`config.mk`:
```
export PLATFORM = sky130hd
export DESIGN_NAME = stm_ctrl
export DESIGN_NICKNAME = d
export VERILOG_FILES = /design/src/logic/stm_ctrl.v
export VERILOG_INCLUDE_DIRS = /design/src /design/src/logic
export SDC_FILE = /design/constraint.sdc
export NUM_CORES = 1
export LEC_CHECK = 0
export CORE_ASPECT_RATIO = 1.25
export CORE_UTILIZATION = 56
export CTS_BUF_LIST = sky130_fd_sc_hd__clkbuf_4
export DETAILED_ROUTE_END_ITERATION = 8
export DONT_BUFFER_PORTS = 1
export GPL_ROUTABILITY_DRIVEN = 0
export GPL_TIMING_DRIVEN = 0
export PLACE_DENSITY = 0.74
export SETUP_SLACK_MARGIN = 0.3
export SYNTH_ARGS = -nofsm -noshare
export SYNTH_HDL_FRONTEND = slang
export SYNTH_SLANG_ARGS = --single-unit
```
`constraint.sdc`:
```
create_clock -name CLK -period 2.7 [get_ports CLK]
set_clock_uncertainty 0.15 [all_clocks]
set_input_delay 0.135 -clock CLK [delete_from_list [all_inputs] [get_ports CLK]]
set_output_delay 0.135 -clock CLK [all_outputs]
set_load 0.02 [all_outputs]
```
`src/logic/stm_map.vh`:
```
// register map, field positions and reset values of the standard timer
`ifndef STM_MAP_VH
`define STM_MAP_VH

// byte addresses of the register words
`define STM_OFS_CLOCK_PERIOD 8'h00
`define STM_OFS_MODE_OUTPUT 8'h04
`define STM_OFS_COUNT_LOW 8'h08
`define STM_OFS_COUNT_HIGH 8'h0C
`define STM_OFS_CMPA_LOW 8'h10
`define STM_OFS_CMPA_HIGH 8'h14
`define STM_OFS_FLAGS 8'h18
`define STM_OFS_CAPTURE 8'h1C

// reset values
`define STM_RST_CTRL 8'h00
`define STM_RST_CMPA 10'h000

// timer_control_clock_period fields
`define STM_PAUSE_BIT 7
`define STM_CKSEL_HI 6
`define STM_CKSEL_LO 4
`define STM_ON_BIT 3
`define STM_PERIOD_HI 2
`define STM_PERIOD_LO 0

// timer_control_mode_output fields
`define STM_MODE_HI 7
`define STM_MODE_LO 6
`define STM_OFN_HI 5
`define STM_OFN_LO 4
`define STM_INIT_BIT 3
`define STM_POL_BIT 2
`define STM_SWAP_BIT 1
`define STM_CLRSEL_BIT 0

// flag register bits
`define STM_FLAG_A_BIT 0
`define STM_FLAG_P_BIT 1

// operating modes
`define STM_MODE_COMPARE 2'h0
`define STM_MODE_CAPTURE 2'h1
`define STM_MODE_PWM 2'h2
`define STM_MODE_TIMER 2'h3

// count clock sources
`define STM_CK_SYS_DIV4 3'h0
`define STM_CK_SYS 3'h1
`define STM_CK_HIGH_DIV16 3'h2
`define STM_CK_HIGH_DIV64 3'h3
`define STM_CK_TIMEBASE 3'h4
`define STM_CK_UNDEFINED 3'h5
`define STM_CK_PIN_RISE 3'h6
`define STM_CK_PIN_FALL 3'h7

// output function codes
`define STM_OFN_0 2'h0
`define STM_OFN_1 2'h1
`define STM_OFN_2 2'h2
`define STM_OFN_3 2'h3

// axi responses
`define STM_RESP_OKAY 2'h0
`define STM_RESP_SLVERR 2'h2

`endif

```
`src/logic/stm_ctrl.v`:
```
// standard timer module control with axi4-lite register slave
// Overview of operation
// - pause bit high stops the counter advancing; low lets it count again
// - paused counter holds its value and continues from it after unpause
// - clock select: sys/4, sys, high/16, high/64, timebase, pin rise/fall
// - undefined clock select code gives no count ticks at all
// - on/off low holds counter; a rising on/off edge clears it to zero
// - compare mode: on/off rising edge sets pin to its initial level
// - period field compared with counter bits 9..7; 000 means 1024 clocks
// - clear select low: period match clears the counter
// - period field zero lets the counter run to overflow
// - mode field: compare output, capture, pwm/single pulse, plain timer
// - compare mode, match a: pin unchanged, low, high or toggled
// - pwm mode: hold inactive, hold active, pwm waveform, single pulse
// - capture mode: rising, falling, either edge, or capture disabled
// - match level equal to initial level leaves the pin unchanged
// - plain timer mode leaves the output pin undriven
// - polarity bit inverts the pin in compare and pwm modes only
// - swap bit, pwm mode only: 0 period field sets period, 1 compare a sets period
// - clear select high: match a clears counter, except pwm and capture
//
// The AXI4-Lite slave port and the register addresses were chosen for this implementation.
`include "stm_map.vh"
`default_nettype none

module stm_ctrl
(
   input wire CLK, // system clock, 50 MHz
   input wire ARST_N, // asynchronous reset, active low
   input wire EXT_CLK_PIN, // external count clock pin
   input wire TIMEBASE_CLK, // timebase clock from elsewhere
   input wire TP_IN, // timer pin input level
   output reg TP_OUT, // timer pin output level
   output reg TP_OE, // timer pin output enable
   input wire [7:0] AWADDR, // write address
   input wire AWVALID, // write address valid
   output reg AWREADY, // write address ready
   input wire [31:0] WDATA, // write data
   input wire [3:0] WSTRB, // write byte strobes
   input wire WVALID, // write data valid
   output reg WREADY, // write data ready
   output reg [1:0] BRESP, // write response
   output reg BVALID, // write response valid
   input wire BREADY, // write response ready
   input wire [7:0] ARADDR, // read address
   input wire ARVALID, // read address valid
   output reg ARREADY, // read address ready
   output reg [31:0] RDATA, // read data
   output reg [1:0] RRESP, // read response
   output reg RVALID, // read data valid
   input wire RREADY // read data ready
);

   reg [7:0] ctrl0;
   reg [7:0] ctrl1;
   reg [9:0] cmpa;
   reg [9:0] count;
   reg [9:0] capture;
   reg flag_a;
   reg flag_p;
   reg aw_got;
   reg w_got;
   reg [7:0] aw_addr;
   reg [31:0] w_data;
   reg w_lane0;
   reg [5:0] prediv;
   reg ext_s1, ext_s2, ext_s3;
   reg tb_s1, tb_s2, tb_s3;
   reg tp_s1, tp_s2, tp_s3;
   reg on_prev;
   reg out_state;
   reg pulse_active;
   reg [31:0] rd_word;
   reg rd_ok;
   reg wr_ok;
   reg sel_tick;
   reg clr_hit;
   reg next_tp_out;
   reg next_tp_oe;
   reg cap_edge;

   wire pause = ctrl0[`STM_PAUSE_BIT];
   wire [2:0] cksel = ctrl0[`STM_CKSEL_HI:`STM_CKSEL_LO];
   wire on = ctrl0[`STM_ON_BIT];
   wire [2:0] period = ctrl0[`STM_PERIOD_HI:`STM_PERIOD_LO];
   wire [1:0] mode = ctrl1[`STM_MODE_HI:`STM_MODE_LO];
   wire [1:0] ofn = ctrl1[`STM_OFN_HI:`STM_OFN_LO];
   wire init_lvl = ctrl1[`STM_INIT_BIT];
   wire pol = ctrl1[`STM_POL_BIT];
   wire swap = ctrl1[`STM_SWAP_BIT];
   wire clrsel = ctrl1[`STM_CLRSEL_BIT];

   wire on_rise = on & ~on_prev;
   wire do_write = aw_got & w_got & ~BVALID;
   wire ar_take = ARVALID & ARREADY;
   wire [9:0] count_inc = count + 10'h001;

   // a tick counts only while on and not paused
   wire tick = sel_tick & on & ~pause;

   // period match on the top three bits; code zero means overflow
   wire p_hit = (period == 3'h0) ? (count_inc == 10'h000) :
      ((count_inc[9:7] == period) &&
      (count_inc[6:0] == 7'h00));
   // match a never fires for an all-zero value, overflow is no match
   wire a_hit = (cmpa != 10'h000) && (count_inc == cmpa);

   // duty threshold, 11 bits so that 1024 fits
   wire [10:0] duty = swap ? {(period == 3'h0), period, 7'h00} :
      {1'b0, cmpa};
   wire pwm_on = ({1'b0, count} < duty);

   // internal prescaler; the high clock is taken as the system clock
   always @(posedge CLK or negedge ARST_N)
   begin
      if (!ARST_N)
         prediv <= 6'h00;
      else
         prediv <= prediv + 6'h01;
   end

   // two-flop synchronisers, third flop for edge detection
   always @(posedge CLK or negedge ARST_N)
   begin
      if (!ARST_N)
      begin
         ext_s1 <= 1'b0;
         ext_s2 <= 1'b0;
         ext_s3 <= 1'b0;
         tb_s1 <= 1'b0;
         tb_s2 <= 1'b0;
         tb_s3 <= 1'b0;
         tp_s1 <= 1'b0;
         tp_s2 <= 1'b0;
         tp_s3 <= 1'b0;
      end
      else
      begin
         ext_s1 <= EXT_CLK_PIN;
         ext_s2 <= ext_s1;
         ext_s3 <= ext_s2;
         tb_s1 <= TIMEBASE_CLK;
         tb_s2 <= tb_s1;
         tb_s3 <= tb_s2;
         tp_s1 <= TP_IN;
         tp_s2 <= tp_s1;
         tp_s3 <= tp_s2;
      end
   end

   // count clock source select
   always @*
   begin
      case (cksel)
         `STM_CK_SYS_DIV4: sel_tick = (prediv[1:0] == 2'h3);
         `STM_CK_SYS: sel_tick = 1'b1;
         `STM_CK_HIGH_DIV16: sel_tick = (prediv[3:0] == 4'hF);
         `STM_CK_HIGH_DIV64: sel_tick = (prediv == 6'h3F);
         `STM_CK_TIMEBASE: sel_tick = tb_s2 & ~tb_s3;
         `STM_CK_PIN_RISE: sel_tick = ext_s2 & ~ext_s3;
         `STM_CK_PIN_FALL: sel_tick = ~ext_s2 & ext_s3;
         `STM_CK_UNDEFINED: sel_tick = 1'b0;
         default: sel_tick = 1'b0;
      endcase
   end

   // which match clears the counter depends on the mode
   always @*
   begin
      case (mode)
         `STM_MODE_PWM: clr_hit = swap ? a_hit : p_hit;
         `STM_MODE_CAPTURE: clr_hit = p_hit;
         `STM_MODE_COMPARE: clr_hit = clrsel ? a_hit : p_hit;
         `STM_MODE_TIMER: clr_hit = clrsel ? a_hit : p_hit;
         default: clr_hit = p_hit;
      endcase
   end

   // capture trigger edge of the synchronised pin
   always @*
   begin
      case (ofn)
         `STM_OFN_0: cap_edge = tp_s2 & ~tp_s3;
         `STM_OFN_1: cap_edge = ~tp_s2 & tp_s3;
         `STM_OFN_2: cap_edge = tp_s2 ^ tp_s3;
         default: cap_edge = 1'b0;
      endcase
   end

   // the 10-bit up counter; off and pause both simply hold it
   always @(posedge CLK or negedge ARST_N)
   begin
      if (!ARST_N)
      begin
         count <= 10'h000;
         on_prev <= 1'b0;
      end
      else
      begin
         on_prev <= on;
         if (on_rise)
            count <= 10'h000;
         else if (tick)
         begin
            if (clr_hit)
               count <= 10'h000;
            else
               count <= count_inc;
         end
      end
   end

   // compare-mode pin state and single pulse state
   always @(posedge CLK or negedge ARST_N)
   begin
      if (!ARST_N)
      begin
         out_state <= 1'b0;
         pulse_active <= 1'b0;
      end
      else
      begin
         if (on_rise)
            out_state <= init_lvl;
         else if (tick && a_hit && mode == `STM_MODE_COMPARE)
         begin
            // a requested level equal to the present one is no change
            case (ofn)
               `STM_OFN_1: out_state <= 1'b0;
               `STM_OFN_2: out_state <= 1'b1;
               `STM_OFN_3: out_state <= ~out_state;
               default: out_state <= out_state;
            endcase
         end
         if (on_rise)
            pulse_active <= 1'b1;
         else if (tick && a_hit)
            pulse_active <= 1'b0;
      end
   end

   // pin level and enable, registered before leaving the block
   always @*
   begin
      next_tp_oe = 1'b0;
      next_tp_out = 1'b0;
      case (mode)
         `STM_MODE_COMPARE:
         begin
            next_tp_oe = 1'b1;
            next_tp_out = out_state ^ pol;
         end
         `STM_MODE_PWM:
         begin
            next_tp_oe = 1'b1;
            case (ofn)
               `STM_OFN_0: next_tp_out = ~init_lvl;
               `STM_OFN_1: next_tp_out = init_lvl;
               `STM_OFN_2: next_tp_out = pwm_on ? init_lvl : ~init_lvl;
               default: next_tp_out = pulse_active ? init_lvl : ~init_lvl;
            endcase
            next_tp_out = next_tp_out ^ pol;
         end
         `STM_MODE_CAPTURE:
            next_tp_oe = 1'b0;
         `STM_MODE_TIMER:
            next_tp_oe = 1'b0;
         default:
            next_tp_oe = 1'b0;
      endcase
   end

   always @(posedge CLK or negedge ARST_N)
   begin
      if (!ARST_N)
      begin
         TP_OUT <= 1'b0;
         TP_OE <= 1'b0;
      end
      else
      begin
         TP_OUT <= next_tp_out;
         TP_OE <= next_tp_oe;
      end
   end

   // capture register, loaded on the chosen pin edge while on, paused or not
   always @(posedge CLK or negedge ARST_N)
   begin
      if (!ARST_N)
         capture <= 10'h000;
      else if (mode == `STM_MODE_CAPTURE && on && cap_edge)
         capture <= count;
   end

   // sticky flags; a new event wins over a clear in the same cycle
   wire set_a = (mode == `STM_MODE_CAPTURE) ? (on & cap_edge) :
      (tick & a_hit);
   wire set_p = tick & p_hit & ~(clrsel &&
      (mode == `STM_MODE_COMPARE || mode == `STM_MODE_TIMER));
   wire clr_flags = do_write && w_lane0 &&
      (aw_addr == `STM_OFS_FLAGS);

   always @(posedge CLK or negedge ARST_N)
   begin
      if (!ARST_N)
      begin
         flag_a <= 1'b0;
         flag_p <= 1'b0;
      end
      else
      begin
         flag_a <= set_a | (flag_a &
            ~(clr_flags & w_data[`STM_FLAG_A_BIT]));
         flag_p <= set_p | (flag_p &
            ~(clr_flags & w_data[`STM_FLAG_P_BIT]));
      end
   end

   // write channel: address and data taken in either order
   always @(posedge CLK or negedge ARST_N)
   begin
      if (!ARST_N)
      begin
         AWREADY <= 1'b1;
         WREADY <= 1'b1;
         aw_got <= 1'b0;
         w_got <= 1'b0;
         aw_addr <= 8'h00;
         w_data <= 32'h0000_0000;
         w_lane0 <= 1'b0;
         BVALID <= 1'b0;
         BRESP <= `STM_RESP_OKAY;
      end
      else
      begin
         if (AWVALID && AWREADY)
         begin
            aw_addr <= AWADDR;
            aw_got <= 1'b1;
            AWREADY <= 1'b0;
         end
         if (WVALID && WREADY)
         begin
            w_data <= WDATA;
            w_lane0 <= WSTRB[0];
            w_got <= 1'b1;
            WREADY <= 1'b0;
         end
         if (do_write)
         begin
            BVALID <= 1'b1;
            BRESP <= wr_ok ? `STM_RESP_OKAY : `STM_RESP_SLVERR;
         end
         if (BVALID && BREADY)
         begin
            BVALID <= 1'b0;
            aw_got <= 1'b0;
            w_got <= 1'b0;
            AWREADY <= 1'b1;
            WREADY <= 1'b1;
         end
      end
   end

   // write address decode
   always @*
   begin
      case (aw_addr)
         `STM_OFS_CLOCK_PERIOD: wr_ok = 1'b1;
         `STM_OFS_MODE_OUTPUT: wr_ok = 1'b1;
         `STM_OFS_COUNT_LOW: wr_ok = 1'b1;
         `STM_OFS_COUNT_HIGH: wr_ok = 1'b1;
         `STM_OFS_CMPA_LOW: wr_ok = 1'b1;
         `STM_OFS_CMPA_HIGH: wr_ok = 1'b1;
         `STM_OFS_FLAGS: wr_ok = 1'b1;
         `STM_OFS_CAPTURE: wr_ok = 1'b1;
         default: wr_ok = 1'b0;
      endcase
   end

   // control and compare registers; only byte lane 0 carries data.
   // mode and output function are not interlocked with on/off: the
   // caller is trusted to switch the timer off first
   always @(posedge CLK or negedge ARST_N)
   begin
      if (!ARST_N)
      begin
         ctrl0 <= `STM_RST_CTRL;
         ctrl1 <= `STM_RST_CTRL;
         cmpa <= `STM_RST_CMPA;
      end
      else if (do_write && w_lane0)
      begin
         case (aw_addr)
            `STM_OFS_CLOCK_PERIOD: ctrl0 <= w_data[7:0];
            `STM_OFS_MODE_OUTPUT: ctrl1 <= w_data[7:0];
            `STM_OFS_CMPA_LOW: cmpa[7:0] <= w_data[7:0];
            `STM_OFS_CMPA_HIGH: cmpa[9:8] <= w_data[1:0];
            default: cmpa <= cmpa;
         endcase
      end
   end

   // read mux; counter and capture are read-only
   always @*
   begin
      rd_ok = 1'b1;
      case (ARADDR)
         `STM_OFS_CLOCK_PERIOD: rd_word = {24'h00_0000, ctrl0};
         `STM_OFS_MODE_OUTPUT: rd_word = {24'h00_0000, ctrl1};
         `STM_OFS_COUNT_LOW: rd_word = {24'h00_0000, count[7:0]};
         `STM_OFS_COUNT_HIGH: rd_word = {30'h0000_0000, count[9:8]};
         `STM_OFS_CMPA_LOW: rd_word = {24'h00_0000, cmpa[7:0]};
         `STM_OFS_CMPA_HIGH: rd_word = {30'h0000_0000, cmpa[9:8]};
         `STM_OFS_FLAGS: rd_word = {30'h0000_0000, flag_p, flag_a};
         `STM_OFS_CAPTURE: rd_word = {22'h00_0000, capture};
         default:
         begin
            rd_word = 32'h0000_0000;
            rd_ok = 1'b0;
         end
      endcase
   end

   // read channel: one read at a time, data one cycle after address
   always @(posedge CLK or negedge ARST_N)
   begin
      if (!ARST_N)
      begin
         ARREADY <= 1'b1;
         RVALID <= 1'b0;
         RDATA <= 32'h0000_0000;
         RRESP <= `STM_RESP_OKAY;
      end
      else
      begin
         if (ar_take)
         begin
            ARREADY <= 1'b0;
            RVALID <= 1'b1;
            RDATA <= rd_word;
            RRESP <= rd_ok ? `STM_RESP_OKAY : `STM_RESP_SLVERR;
         end
         else if (RVALID && RREADY)
         begin
            RVALID <= 1'b0;
            ARREADY <= 1'b1;
         end
      end
   end

endmodule // stm_ctrl

`default_nettype wire

```
==> reports/metrics.cfg <==
[floorplan]
pin_count=105
fp-row-count=41
die_w_um=93.0
die_h_um=116
die_area_sq_um=10800
core_sq_um=10100
initial_core_util=0.574

[clocking]
numCtsBuffers=9
postCtsHoldBufs=33
clock_path_buffers=2
clkSinkCount=104
clkTransAtPathRegs_ns=0.17
clk_latency_ns=0.48
cts_tree=done
cts_max_level=3
cts-root-buf=clkbuf_4

[power_and_ir_drop]
switching_share=0.323
leakage_nw=3.12
peakVddDrop_mv=0.523
clkPwrFrac=0.227
pwr_density_cell_nw_per_um2=562
power.total_mw=3.96
power_frac_seq=0.538
switchingPower_mw=1.28
pwr-share-comb=0.235
intPower_mw=2.68

[synthesis]
ys.flop_type=dfrtp_1
synth_seq_cells=104
async_flop_share=1.00
synth-edff-count=0
synthCells=554
avgSynthCellArea_sq_um=10.5
ys_seq_area_frac=0.449
synth_area_sq_um=5800
yosysWarnings=0
ys_types=66

[detailed_routing]
dr_total_vias=4653
drc=0
first_iter_violations=362
wire_per_inst_um=18.2
wl_mm=14.2
dr.pass1.iters=5
via_per_inst=5.96
drtAntennaViolNets=0

[sta]
slew_violations=0
min_period_ns=3.04
rsz0062_at_grt=true
timing.hold.ws_ns=-0.830
final-hold-violation-count=104
setup_ws_ns=-0.343
max_freq_mhz=329
tightest_slew_ns=0.952
relSlewSlack=0.357
final-setup-viol-count=13
timing.final.crit_share=1.13

[cells_and_area]
layout_common_cells=dfrtp_1 (98), nand2_1 (57), buf_4 (46)
drive_above_1_share=0.289
areaGrowthSynthToFinish_pct=21.5
finalNetCount=727
final_common_cell=dfrtp_1

[placed_design]
pre_cts_ws_ns=-0.416
dp_hpwl_mm=9.51
port_buffers=0

[grt]
grt_pass1_wl_mm=22.5
antenna_found_initial=1
track_usage=0.278
grt_max_degree=105
first_global_vias=4572
grt_overflow=0

[run]
drv_cap=0

[run_status]
status=finished, violations left
failed_checks=hold timing, setup timing

[critical_path]
reg2regPathDepth=12
setup.worst_path.class=register to register
r2r-start=count[1]
path_cells=ha_4, buf_6, xor2_2, nor3_1, o21ba_1, or4_4, nor3b_4, nor4_4, buf_4, buf_6, o211ai_1, o211ai_1
r2r_slack_ns=-0.34
cp_slowest_stage_delay_ns=0.52
crit_path_start_kind=register
cp_slowest_cell=or4_4
required_ns=2.91
crit_family=simple AND/OR/NAND/NOR gates
cp_num_buf_inv=3
arrival_ns=3.26
cp-end-kind=register
timing.rr.end=count[3]
startpoint=count[1]
critPathMaxFanout=6

[hold_path]
worstHoldPathType=input pin to async pin

cells by family (layout without fill, tap and decap cells):
| family | Yosys count | in the layout | share of synthesized area |
|---|---|---|---|
| other | 1 | 25 | 0.000646 |
| AOI/OAI and AO/OA | 102 | 102 | 0.119 |
| muxes | 71 | 71 | 0.138 |
| xor gates and xnor gates | 21 | 21 | 0.0330 |
| DFF | 104 | 104 | 0.449 |
| buffers and inverters | 69 | 143 | 0.0654 |
| adders and majority gates | 18 | 18 | 0.0388 |
| and+or+nand+nor | 168 | 168 | 0.156 |
synth_stat cells (all sizes together) (7+ instances only):
cell | count | share of area
mux2i | 17 | 0.029
nand2b | 12 | 0.013
clkbuf | 16 | 0.011
xnor2 | 12 | 0.018
buf | 36 | 0.044
a221oi | 7 | 0.011
o211ai | 10 | 0.013
a21oi | 16 | 0.014
nor3 | 13 | 0.016
mux2 | 52 | 0.10
ha | 18 | 0.039
xor2 | 9 | 0.015
nand3 | 18 | 0.017
nand2 | 58 | 0.038
o21ai | 38 | 0.033
nor2 | 28 | 0.018
inv | 17 | 0.011
dfrtp | 101 | 0.44
worst max path at each step:
| stage | endpoint | cells after the start | slack, ns |
|---|---|---|---|
| floorplan | count[8] | 10 | -0.02 |
| global placement | count[8] | 11 | -0.39 |
| detailed placement | count[8] | 11 | -0.42 |
| CTS | count[8] | 12 | -0.20 |
| global route | count[3] | 12 | -0.42 |
| finish | count[3] | 12 | -0.34 |
power by group through the flow:
| stage | Combinational (mW) | Sequential (mW) | Clock, mW |
|---|---|---|---|
| 2_1_floorplan | 0.598 | 2.05 | 0 |
| 3_3_place_gp | 0.688 | 2.13 | 0 |
| 3_5_place_dp | 0.715 | 2.14 | 0 |
| 4_1_cts | 0.846 | 2.11 | 0.908 |
| 5_1_grt | 1.00 | 2.17 | 0.960 |
| 6_report | 0.932 | 2.13 | 0.898 |
worst reg2reg max path, cell delays in order (launching register included):
cell      delay (ns)
dfrtp_2         0.50
ha_4            0.18
buf_6           0.13
xor2_2          0.17
nor3_1          0.16
o21ba_1         0.18
or4_4           0.52
nor3b_4         0.28
nor4_4          0.08
buf_4           0.18
buf_6           0.13
o211ai_1        0.16
o211ai_1        0.11
area by class of cell:
class	instances	area, sq um
clock buffers	10	75.1
multi-input cells	404	3140
diodes	1	2.50
plain buffers	52	359
inverters	17	63.8
clock inverters	5	82.6
well taps	129	161
repair buffers	59	556
flip-flops and latches	104	2610
fillers	743	3060
registers in the layout, summed over array words and instances (netlist names), 6 cells and up:
signal / flops
RDATA: 10
ctrl1: 8
ctrl0: 8
w_data: 8
aw_addr: 8
capture: 10
prediv: 6
cmpa: 10
count: 10
routing by layer:
| metal | up-vias | routed length (um) | track usage |
|---|---|---|---|
| li1 | 2123 | - | - |
| met1 | 2262 | 5360 | 0.305 |
| met5 | - | 0 | 0 |
| met4 | 0 | 736 | 0.167 |
| met2 | 210 | 7360 | 0.496 |
| met3 | 58 | 797 | 0.0545 |
through the flow:
step,instances,util,TNS (ns),area [sq um],hold WS [ns]
after global placement,706,0.604,-2.89,6100,-0.307
after detailed placement,706,0.604,-3.26,6100,-0.308
after global routing,781,0.697,-3.93,7050,-0.866
after CTS,771,0.681,-1.58,6880,-0.848
after floorplan,577,-,-0.0767,5940,-0.311
final,781,0.697,-3.04,7050,-0.830
timing repair:
action	in CTS	in global routing
endpoints found under the setup margin	31	40
pin swaps	20	23
cloned	1	0
setup buffers	16	10
resized for setup	36	32
hold endpoints to repair	138	104
Note: power is estimated with default switching activity, not from simulation.
